`config.mk`:
```
export PLATFORM = sky130hd
export DESIGN_NAME = nfc_host
export DESIGN_NICKNAME = d
export VERILOG_FILES = /design/src/nfc_host.v
export VERILOG_INCLUDE_DIRS = /design/src /design/src/include
export SDC_FILE = /design/constraint.sdc
export NUM_CORES = 1
export LEC_CHECK = 0
export BUFFER_PORTS_ARGS = -buffer_cell sky130_fd_sc_hd__buf_2
export CAP_MARGIN = 20
export CELL_PAD_IN_SITES_DETAIL_PLACEMENT = 0
export CELL_PAD_IN_SITES_GLOBAL_PLACEMENT = 2
export CORE_MARGIN = 2
export CORE_UTILIZATION = 36
export CTS_CLUSTER_SIZE = 14
export DETAILED_ROUTE_END_ITERATION = 8
export MAX_ROUTING_LAYER = met4
export PLACE_DENSITY_LB_ADDON = 0.1
export SLEW_MARGIN = 20
export SYNTH_ARGS = -nofsm -noshare
export SYNTH_HDL_FRONTEND = slang
export SYNTH_SLANG_ARGS = --single-unit
```
`constraint.sdc`:
```
create_clock -name ref_clk -period 3.1 [get_ports ref_clk]
set_clock_uncertainty 0.2 [all_clocks]
set_input_delay 0.62 -clock ref_clk [delete_from_list [all_inputs] [get_ports ref_clk]]
set_output_delay 0.62 -clock ref_clk [all_outputs]
set_load 0.02 [all_outputs]
```
`src/include/nfc_consts.vh`:
```
// Constants for the NAND flash host controller: register map, fields, commands and pin timing.
// Assumes a 10 MHz ref_clk; all pin timing counts are in ref_clk cycles.
`ifndef NFC_CONSTS_VH
`define NFC_CONSTS_VH

`define NFC_CLK_MHZ 10
`define NFC_CLK_NS 100
// Register byte offsets on AHB-Lite.
`define NFC_OFF_CTRL 8'h00
`define NFC_OFF_ADDR 8'h04
`define NFC_OFF_WDATA 8'h08
`define NFC_OFF_RDATA 8'h0C
`define NFC_OFF_STAT 8'h10
// Control word fields.
`define NFC_CTRL_OP_LSB 0
`define NFC_CTRL_OP_MSB 2
`define NFC_CTRL_CMD_LSB 8
`define NFC_CTRL_CMD_MSB 15
`define NFC_CTRL_WP_BIT 16
`define NFC_CTRL_X16_BIT 17
`define NFC_CTRL_HOLD_BIT 18
// Operations started by a control write.
`define NFC_OP_CMD 3'h1
`define NFC_OP_ADDR 3'h2
`define NFC_OP_WR 3'h3
`define NFC_OP_RD 3'h4
`define NFC_OP_DESEL 3'h5
// Status word fields.
`define NFC_ST_BUSY_BIT 0
`define NFC_ST_RB_BIT 1
`define NFC_ST_WP_BIT 2
// Command codes.
`define NFC_CMD_READ0 8'h00
`define NFC_CMD_READ1 8'h01
`define NFC_CMD_SPARE 8'h50
`define NFC_CMD_DIN 8'h80
`define NFC_CMD_PROG 8'h10
`define NFC_CMD_ERASE1 8'h60
`define NFC_CMD_ERASE2 8'hD0
`define NFC_CMD_STATUS 8'h70
`define NFC_CMD_RESET 8'hFF
`define NFC_CMD_ID 8'h90
// Status byte bits returned by the device.
`define NFC_SB_FAIL_BIT 0
`define NFC_SB_READY_BIT 6
`define NFC_SB_NOTPROT_BIT 7
// Array geometry.
`define NFC_PAGE_BYTES 528
`define NFC_MAIN_BYTES 512
`define NFC_SPARE_BYTES 16
`define NFC_PAGE_WORDS 264
`define NFC_MAIN_WORDS 256
`define NFC_SPARE_WORDS 8
`define NFC_PAGES_PER_BLOCK 32
`define NFC_BLOCKS 2048
`define NFC_MAX_PROGS 3
// Pin timing in ns and derived cycle counts (least times rounded up).
`define NFC_T_STROBE_NS 50
`define NFC_STROBE_CYC ((`NFC_T_STROBE_NS + `NFC_CLK_NS - 1) / `NFC_CLK_NS)
`define NFC_T_ACCESS_NS 35
`define NFC_ACCESS_CYC ((`NFC_T_ACCESS_NS + `NFC_CLK_NS - 1) / `NFC_CLK_NS)
`define NFC_T_SEL_HOLD_NS 100
`define NFC_SEL_HOLD_CYC ((`NFC_T_SEL_HOLD_NS + `NFC_CLK_NS - 1) / `NFC_CLK_NS)

`endif

```
`src/nfc_host.v`:
```
// NAND flash host controller: drives the flash pins from AHB-Lite registers.
// Assumes flash pin inputs are synchronous to ref_clk and ready_busy_n has an external pull-up.
//
// Added by the designer: the address map and the AHB-Lite slave port.
`timescale 1ns/1ps
`include "nfc_consts.vh"

module nfc_host (
  input wire ref_clk,
  input wire rst_n,
  input wire hsel,
  input wire [31:0] haddr,
  input wire [1:0] htrans,
  input wire hwrite,
  input wire [2:0] hsize,
  input wire [31:0] hwdata,
  input wire hready,
  output reg [31:0] hrdata,
  output wire hreadyout,
  output wire hresp,
  output reg cmd_latch_en,
  output reg addr_latch_en,
  output reg chip_sel_n,
  output reg write_strobe_n,
  output reg output_strobe_n,
  output reg write_protect_n,
  input wire [15:0] io_in,
  output reg [15:0] io_out,
  output reg io_oe,
  input wire ready_busy_n
);

  localparam [2:0] ST_IDLE = 3'h0;
  localparam [2:0] ST_WLOW = 3'h1;
  localparam [2:0] ST_WHIGH = 3'h2;
  localparam [2:0] ST_RLOW = 3'h3;
  localparam [2:0] ST_RHIGH = 3'h4;
  localparam [2:0] ST_DESEL = 3'h5;
  localparam [31:0] STROBE_CYC_W = `NFC_STROBE_CYC;
  localparam [31:0] ACCESS_CYC_W = `NFC_ACCESS_CYC;
  localparam [31:0] SEL_HOLD_CYC_W = `NFC_SEL_HOLD_CYC;
  localparam [31:0] MAX_PROGS_W = `NFC_MAX_PROGS;
  localparam [3:0] STROBE_CYC = STROBE_CYC_W[3:0];
  localparam [3:0] ACCESS_CYC = ACCESS_CYC_W[3:0];
  localparam [3:0] SEL_HOLD_CYC = SEL_HOLD_CYC_W[3:0];
  localparam [1:0] MAX_PROGS = MAX_PROGS_W[1:0];

  // True when a command code may be issued while the device reports busy.
  function busy_ok;
    input [7:0] code;
    begin
      busy_ok = (code == `NFC_CMD_RESET) || (code == `NFC_CMD_STATUS);
    end
  endfunction

  ////////////////////////////////////////////////////////////////////////////////
  // AHB-Lite slave.

  reg ap_valid_r;
  reg ap_write_r;
  reg [7:0] ap_addr_r;
  reg [2:0] state_r;
  reg [3:0] cnt_r;
  reg [2:0] op_r;
  reg [7:0] cmd_r;
  reg x16_r;
  reg hold_r;
  reg [23:0] addr_r;
  reg [1:0] addr_idx_r;
  reg [15:0] wdata_r;
  reg [15:0] rdata_r;
  reg refused_r;
  reg [15:0] prog_page_r;
  reg [1:0] prog_cnt_r;
  reg [31:0] hrdata_nxt;

  wire busy = (state_r != ST_IDLE);
  wire ap_take = hsel && hready && htrans[1];
  wire wr_ctrl = ap_valid_r && ap_write_r && (ap_addr_r == `NFC_OFF_CTRL);

  assign hreadyout = 1'b1;
  assign hresp = 1'b0;

  always @(posedge ref_clk or negedge rst_n) begin
    if (!rst_n) begin
      ap_valid_r <= 1'b0;
      ap_write_r <= 1'b0;
      ap_addr_r <= 8'h00;
    end else begin
      ap_valid_r <= ap_take;
      ap_write_r <= hwrite;
      ap_addr_r <= haddr[7:0];
    end
  end

  always @* begin
    if (haddr[7:0] == `NFC_OFF_CTRL)
      hrdata_nxt = {13'h0, hold_r, x16_r, write_protect_n, cmd_r, 5'h00, op_r};
    else if (haddr[7:0] == `NFC_OFF_ADDR)
      hrdata_nxt = {8'h00, addr_r};
    else if (haddr[7:0] == `NFC_OFF_WDATA)
      hrdata_nxt = {16'h0000, wdata_r};
    else if (haddr[7:0] == `NFC_OFF_RDATA)
      hrdata_nxt = {16'h0000, rdata_r};
    else if (haddr[7:0] == `NFC_OFF_STAT)
      hrdata_nxt = {28'h0, refused_r, write_protect_n, ready_busy_n, busy};
    else
      hrdata_nxt = 32'h00000000;
  end

  // Read data is captured in the address phase and stands through the data phase.
  // A read straight after a write to the same register returns the value from before that write.
  always @(posedge ref_clk or negedge rst_n) begin
    if (!rst_n)
      hrdata <= 32'h00000000;
    else if (ap_take && !hwrite)
      hrdata <= hrdata_nxt;
  end

  ////////////////////////////////////////////////////////////////////////////////
  // Pin sequencer.

  // A control write while a cycle runs is dropped; software polls the busy bit first.
  wire start = wr_ctrl && !busy;
  wire [2:0] new_op = hwdata[`NFC_CTRL_OP_MSB:`NFC_CTRL_OP_LSB];
  wire [7:0] new_cmd = hwdata[`NFC_CTRL_CMD_MSB:`NFC_CTRL_CMD_LSB];
  // Of the commands, only reset and status may go while the device is busy.
  wire cmd_block = (new_op == `NFC_OP_CMD) && !ready_busy_n && !busy_ok(new_cmd);
  // Only the last programmed page is tracked, so software must keep the limit for others.
  wire prog_limit = (new_op == `NFC_OP_CMD) && (new_cmd == `NFC_CMD_PROG) &&
                    (addr_r[23:8] == prog_page_r) && (prog_cnt_r == MAX_PROGS);
  wire refuse = cmd_block || prog_limit;
  // Address bytes sent in order A0-A7, A9-A16, A17-A24; A8 comes from the read command.
  wire [7:0] addr_byte = (addr_idx_r == 2'd0) ? addr_r[7:0] :
                         (addr_idx_r == 2'd1) ? addr_r[15:8] : addr_r[23:16];

  always @(posedge ref_clk or negedge rst_n) begin
    if (!rst_n) begin
      state_r <= ST_IDLE;
      cnt_r <= 4'h0;
      op_r <= 3'h0;
      cmd_r <= 8'h00;
      x16_r <= 1'b0;
      hold_r <= 1'b0;
      addr_r <= 24'h000000;
      addr_idx_r <= 2'd0;
      wdata_r <= 16'h0000;
      rdata_r <= 16'h0000;
      refused_r <= 1'b0;
      prog_page_r <= 16'h0000;
      prog_cnt_r <= 2'd0;
      cmd_latch_en <= 1'b0;
      addr_latch_en <= 1'b0;
      chip_sel_n <= 1'b1;
      write_strobe_n <= 1'b1;
      output_strobe_n <= 1'b1;
      write_protect_n <= 1'b0;
      io_out <= 16'h0000;
      io_oe <= 1'b0;
    end else begin
      if (ap_valid_r && ap_write_r && ap_addr_r == `NFC_OFF_ADDR && !busy) begin
        addr_r <= hwdata[23:0];
        addr_idx_r <= 2'd0;
      end
      if (ap_valid_r && ap_write_r && ap_addr_r == `NFC_OFF_WDATA && !busy)
        wdata_r <= hwdata[15:0];
      if (wr_ctrl && !busy) begin
        write_protect_n <= hwdata[`NFC_CTRL_WP_BIT];
        x16_r <= hwdata[`NFC_CTRL_X16_BIT];
        hold_r <= hwdata[`NFC_CTRL_HOLD_BIT];
      end
      case (state_r)
        ST_IDLE: begin
          if (start) begin
            op_r <= new_op;
            refused_r <= refuse;
            cnt_r <= STROBE_CYC;
            if (new_op == `NFC_OP_CMD && !refuse) begin
              cmd_r <= new_cmd;
              if (new_cmd == `NFC_CMD_PROG) begin
                prog_cnt_r <= (addr_r[23:8] == prog_page_r) ? prog_cnt_r + 2'd1 : 2'd1;
                prog_page_r <= addr_r[23:8];
              end else if (new_cmd == `NFC_CMD_ERASE2) begin
                prog_cnt_r <= 2'd0;
              end
              chip_sel_n <= 1'b0;
              cmd_latch_en <= 1'b1;
              addr_latch_en <= 1'b0;
              write_strobe_n <= 1'b0;
              io_out <= {8'h00, new_cmd};
              io_oe <= 1'b1;
              state_r <= ST_WLOW;
            end else if (new_op == `NFC_OP_ADDR) begin
              chip_sel_n <= 1'b0;
              cmd_latch_en <= 1'b0;
              addr_latch_en <= 1'b1;
              write_strobe_n <= 1'b0;
              io_out <= {8'h00, addr_byte};
              io_oe <= 1'b1;
              addr_idx_r <= (addr_idx_r == 2'd2) ? 2'd0 : addr_idx_r + 2'd1;
              state_r <= ST_WLOW;
            end else if (new_op == `NFC_OP_WR) begin
              chip_sel_n <= 1'b0;
              cmd_latch_en <= 1'b0;
              addr_latch_en <= 1'b0;
              write_strobe_n <= 1'b0;
              io_out <= x16_r ? wdata_r : {8'h00, wdata_r[7:0]};
              io_oe <= 1'b1;
              state_r <= ST_WLOW;
            end else if (new_op == `NFC_OP_RD && ready_busy_n) begin
              // A read asked for while the device is busy is dropped, so the page transfer is never cut short.
              chip_sel_n <= 1'b0;
              cmd_latch_en <= 1'b0;
              addr_latch_en <= 1'b0;
              output_strobe_n <= 1'b0;
              io_oe <= 1'b0;
              cnt_r <= ACCESS_CYC;
              state_r <= ST_RLOW;
            end else if (new_op == `NFC_OP_DESEL) begin
              // Select high long enough ends a sequential read and enters standby.
              chip_sel_n <= 1'b1;
              cnt_r <= SEL_HOLD_CYC;
              state_r <= ST_DESEL;
            end
          end else if (!hold_r && ready_busy_n && !chip_sel_n && !cmd_latch_en && !addr_latch_en) begin
            // Select is kept low while busy, so a read transfer completes.
            chip_sel_n <= 1'b1;
          end
        end
        ST_WLOW: begin
          if (cnt_r <= 4'h1) begin
            write_strobe_n <= 1'b1;
            cnt_r <= STROBE_CYC;
            state_r <= ST_WHIGH;
          end else begin
            cnt_r <= cnt_r - 4'h1;
          end
        end
        ST_WHIGH: begin
          if (cnt_r <= 4'h1) begin
            cmd_latch_en <= 1'b0;
            addr_latch_en <= 1'b0;
            io_oe <= 1'b0;
            state_r <= ST_IDLE;
          end else begin
            cnt_r <= cnt_r - 4'h1;
          end
        end
        ST_RLOW: begin
          if (cnt_r <= 4'h1) begin
            // Word is sampled once the access delay has passed.
            rdata_r <= x16_r ? io_in : {8'h00, io_in[7:0]};
            output_strobe_n <= 1'b1;
            cnt_r <= STROBE_CYC;
            state_r <= ST_RHIGH;
          end else begin
            cnt_r <= cnt_r - 4'h1;
          end
        end
        ST_RHIGH: begin
          if (cnt_r <= 4'h1)
            state_r <= ST_IDLE;
          else
            cnt_r <= cnt_r - 4'h1;
        end
        ST_DESEL: begin
          if (cnt_r <= 4'h1)
            state_r <= ST_IDLE;
          else
            cnt_r <= cnt_r - 4'h1;
        end
        default: begin
          state_r <= ST_IDLE;
        end
      endcase
    end
  end

endmodule // nfc_host

```
* Yosys cells after proc, flatten, opt, wreduce, memory -nomap -nowiden
Index checks and enable logic that the tools add are counted.
Operators by class: divide/modulo/power cells 0, order comparisons 1, eq/ne operators 38, bitwise operators 0, multiply operators 0, multiplexer cells 69, reductions and logical operators 58, shift operators 0, $add $sub $neg 3
Operator list (count):
- two-way mux 16 bit | 7
- two-way mux 24 bit | 2
- two-way mux 1 bit | 29
- two-way mux 3 bit | 9
- == test 8 x 4 -> 1 bit (second input constant) | 3
- logical AND 1 bit | 21
- two-way mux 2 bit | 9
- != test 2 bit (second input constant) | 9
- == test 16 bit | 1
- == test 8 x 3 -> 1 bit (second input constant) | 2
- == test 8 x 5 -> 1 bit (second input constant) | 2
- == test 8 bit (second input constant) | 2
- zero test 8 bit | 2
- two-way mux 4 bit | 4
- two-way mux 8 bit | 2
- AND reduction 4 bit | 4
- == test 3 x 2 -> 1 bit (second input constant) | 4
- == test 3 bit (second input constant) | 4
- one-hot mux 3 bit (4 select lines) | 1
- one-hot mux 4 bit (3 select lines) | 1
- AND reduction 3 bit | 4
- one-hot mux 1 bit (2 select lines) | 5
- nonzero test 2 bit | 5
- zero test 1 bit | 9
- 21 further kinds | 28
Storage, ports and cells: input port bits 91, output and inout bits 57, memories 0, latch bits 0, memory bits (read-only) 0, word-level logic and storage cells 194, register bits 162, RAM bits 0

* Logic depth before layout (Yosys ltp)
word-level depth 10, gate-level depth with buffers 9, mapped depth without buffers 8

* Worst setup path after synthesis
No wires, ideal clock.
path kind input port to flip-flop, start in hwdata[14], end reg prog_page_r[10], stages 5, data arrival time 2.701 ns, buffers on the path 2, path slack 0.075 ns, required time 2.775 ns, library setup time 0.125 ns, path through clkdlybuf4s50_2 -> or4_4 -> a2111oi_4 -> buf_6 -> mux2_2
Between the ends: word-level cells in the longest chain between the ends 8, elaborated cells between the ends (all ways) 13, classes of those cells eq/ne: 3; reduce/logical: 10
RTL lines:
- start: declaration | line nfc_host.v:16 | input wire [31:0] hwdata,
- == test 8 bit (no line) (tied with other cells)
- logical OR 1 bit or logical AND 1 bit (tied branches) | line nfc_host.v:52, nfc_host.v:130
- zero test 1 bit or logical AND 1 bit (tied branches) | line nfc_host.v:128, nfc_host.v:130
- logical AND 1 bit (on tied branches) | line nfc_host.v:128, nfc_host.v:130
- logical OR 1 bit | line nfc_host.v:132 | wire refuse = cmd_block || prog_limit;
- zero test 1 bit | line nfc_host.v:178 | if (new_op == `NFC_OP_CMD && !refuse) begin
- logical AND 1 bit | line nfc_host.v:178
- AND reduction 4 bit (no line) *
- end signal: assignment | line nfc_host.v:182 | prog_page_r <= addr_r[23:8];
- end: declaration | line nfc_host.v:73 | reg [15:0] prog_page_r;
Mark *: on every way between the ends. The rest lies on a longest branch, timed or not. A chain may end at the register's enable or synchronous reset.

* Worst setup path after layout
start in hwdata[9], end reg prog_page_r[7]
The elaborated chain is that of the path after synthesis.

==> flow_summary.toml <==
[cts]
cts_tree = "yes"
cts.sinks = 154
path_clk_slew_ns = 0.06
cts_setup_buffers = 0
root_buffer = "clkbuf_16"
htree_num_levels = 4
clk_latency_ns = 0.42
cts_buffer_depth = 2
hold_buffers = 0
cts_buffers = 17
cts_resized = 0

[flow_run]
cap_violations = 0

[pwr]
p_sw_uw = 1440
p_leak_uw = 0.00408
power_frac_seq = 0.445
peakVddDrop_v = 0.000303
p_clk_frac = 0.406
internal_power_uw = 3910
swShare = 0.269
p_per_area_nw_per_um2 = 600
combPwrFrac = 0.149

[detailed_routing]
dr.pass1.iters = 7
drt-total-wl_mm = 20.6
detail-route-antenna-nets = 0
drc = 0
drtIter0Drc = 297
wl_per_cell_microns = 19.6
vias = 5398
vias_per_cell = 5.14

[placement]
gp_congestion = 0.802
dp_hpwl_mm = 15.0
place_area_sq_um = 8300
port_buffers = 101
dp.cells = 1020
dp_slack_ns = -0.0125

[global_routing]
grt_pass1_vias = 5727
grt.total_usage = 0.206
overflow = 0
antenna_found_initial = 0
grt_max_degree = 71
grt_pass1_wl_mm = 32.9

[sta]
tns_ns = 0
final_hold_viol_count = 0
post-route-period-util = 0.867
setup_viol = 0
period_needed_ns = 2.69
rsz0062_at_grt = "no"
timing_worst_slew_pin_value_ns = 0.688
hold_ws_ns = 0.0294
slew_violations = 0
max-slew-margin-rel = 0.541
setup_ws_ns = 0.413
max_freq_mhz = 372

[setup_path]
startpoint_type = "input pin"
reg2reg_to = "prog_cnt_r[1]"
r2r_slack_ns = 0.48
cp_max_fo = 16
worstPathRequired_ns = 3.20
worstSetupPathType = "in2reg"
worstPathArrival_ns = 2.79
regToRegStartpoint = "ap_addr_r[1]"
end_kind = "flop"
startpoint = "hwdata[9]"
ff2ff_path_depth = 7
worstSetupEndpoint = "prog_page_r[7]"

[finish]
n_antenna_cell = 0
drive_gt1_frac = 0.371
fillerInstances = 1957
area_delta_synth_final_pct = 21.7
fin_cells = 1051
final_cell_area_sq_um = 8910
nets = 863

[logic_synthesis]
netlist.area_leader.share = 0.516
synthArstFlopShare = 1.00
synth_edf_count = 0
synth.area.top_cells = "dfrtp_1, mux2_2, nand2_1"
postSynthAreaPerCell_sq_um = 11.3
ys_seq_elements = 154
ys.flop_type = "dfrtp_1"
synth_area_sq_um = 7320
synth.largest_area_cell = "dfrtp_1"
yosys_warnings = 0
yosysMostFrequentCell = "dfrtp_1"
yosysSeqAreaShare = 0.527
yosysUniqueCellTypes = 69
netlist_instances = 649
synthTopCellsByCount = "dfrtp_1, mux2_2, nand2_1"

[die]
start_util = 0.364
ioPinCount = 148
dieArea_sq_um = 21500
fp.coreArea_sq_um = 20100
die_y_microns = 147
die_x_microns = 147
rows = 52

[run_status]
status = "finished, final reports clean"

[min_path]
hold_path.class = "in2async"
## how the worst min path moves through the flow
stage	start	end	slack (ns)	cells past startpoint
2_1_floorplan	rst_n	addr_idx_r[0]	0.12	0
3_3_place_gp	hrdata[2]	hrdata[2]	0.26	1
5_1_grt	rst_n	cnt_r[3]	0.07	1
6_report	rst_n	cnt_r[2]	0.03	1
3_5_place_dp	output_strobe_n	output_strobe_n	0.25	2
4_1_cts	rst_n	cnt_r[2]	0.05	1
## per-stage QoR
stage	util	power [uW]
floorplan	-	2910
global placement	0.413	3190
detailed placement	0.413	3220
CTS	0.443	5410
global route	0.443	5640
finish	0.443	5340
## cells in the final DEF (no fill, tap or decap), types with 5 or more instances in the layout
| master | n |
|---|---|
| dfrtp_1 | 151 |
| buf_2 | 100 |
| nand2_1 | 92 |
| mux2_2 | 92 |
| o21ai_0 | 47 |
| buf_4 | 34 |
| nor2_1 | 26 |
| clkbuf_16 | 17 |
| xnor2_1 | 16 |
| o31ai_1 | 12 |
| a21oi_1 | 11 |
| a222oi_1 | 10 |
| conb_1 | 10 |
| a31o_2 | 9 |
| mux2i_1 | 9 |
| a22oi_1 | 9 |
| inv_1 | 8 |
| nor3_1 | 8 |
| and2_0 | 8 |
| and3_1 | 6 |
| nand3_1 | 6 |
| o211ai_1 | 5 |
## routing by layer
layer	wire, microns	part of all wire	track usage	up-vias
li1	-	-	-	2568
met1	9820	0.48	0.280	2668
met2	9570	0.46	0.314	137
met3	790	0.038	0.0322	25
met4	450	0.022	0.0718	0
met5	0	0	-	-
## power by group through the flow
stage / Combinational [uW] / Sequential, uW / Clock, uW
finish: 797 / 2380 / 2170
CTS: 807 / 2380 / 2220
floorplan: 563 / 2340 / 0
detailed placement: 803 / 2410 / 0
global placement: 781 / 2410 / 0
global route: 904 / 2410 / 2320
## cell families (layout without fill, tap and decap cells)
| family | Yosys count | after routing | synth area share |
|---|---|---|---|
| flops | 154 | 154 | 0.527 |
| fa+ha+maj | 3 | 3 | 0.00513 |
| buf+inv | 53 | 177 | 0.0355 |
| xor+xnor | 17 | 17 | 0.0203 |
| simple gates | 183 | 183 | 0.123 |
| mux | 102 | 102 | 0.155 |
| other cells | 2 | 10 | 0.00103 |
| compound gates | 135 | 135 | 0.133 |
## critical path: stages
cell and delay (ns):
buf_2 0.11, or4_4 0.57, or4_4 0.54, a2111oi_4 0.38, buf_12 0.21, mux2_2 0.35
## registers in the layout (all words and copies together) (netlist names), 2 cells and up
signal	flops
wdata_r	16
cnt_r	4
addr_r	24
io_out	16
hrdata	24
ap_addr_r	8
addr_idx_r	2
op_r	3
prog_cnt_r	2
state_r	3
prog_page_r	16
cmd_r	8
rdata_r	16
## layout make-up
| cell class | count | area [sq um] | share of cell area |
|---|---|---|---|
| multi-input combinational | 450 | 3250 | 0.364 |
| clock buffer | 20 | 437 | 0.0490 |
| inverter | 8 | 30.0 | 0.00337 |
| timing repair buffer | 138 | 827 | 0.0929 |
| sequential | 154 | 3860 | 0.433 |
| tap | 270 | 338 | 0.0379 |
| clock inverter | 11 | 173 | 0.0194 |
(Power assumes the default switching activity.)
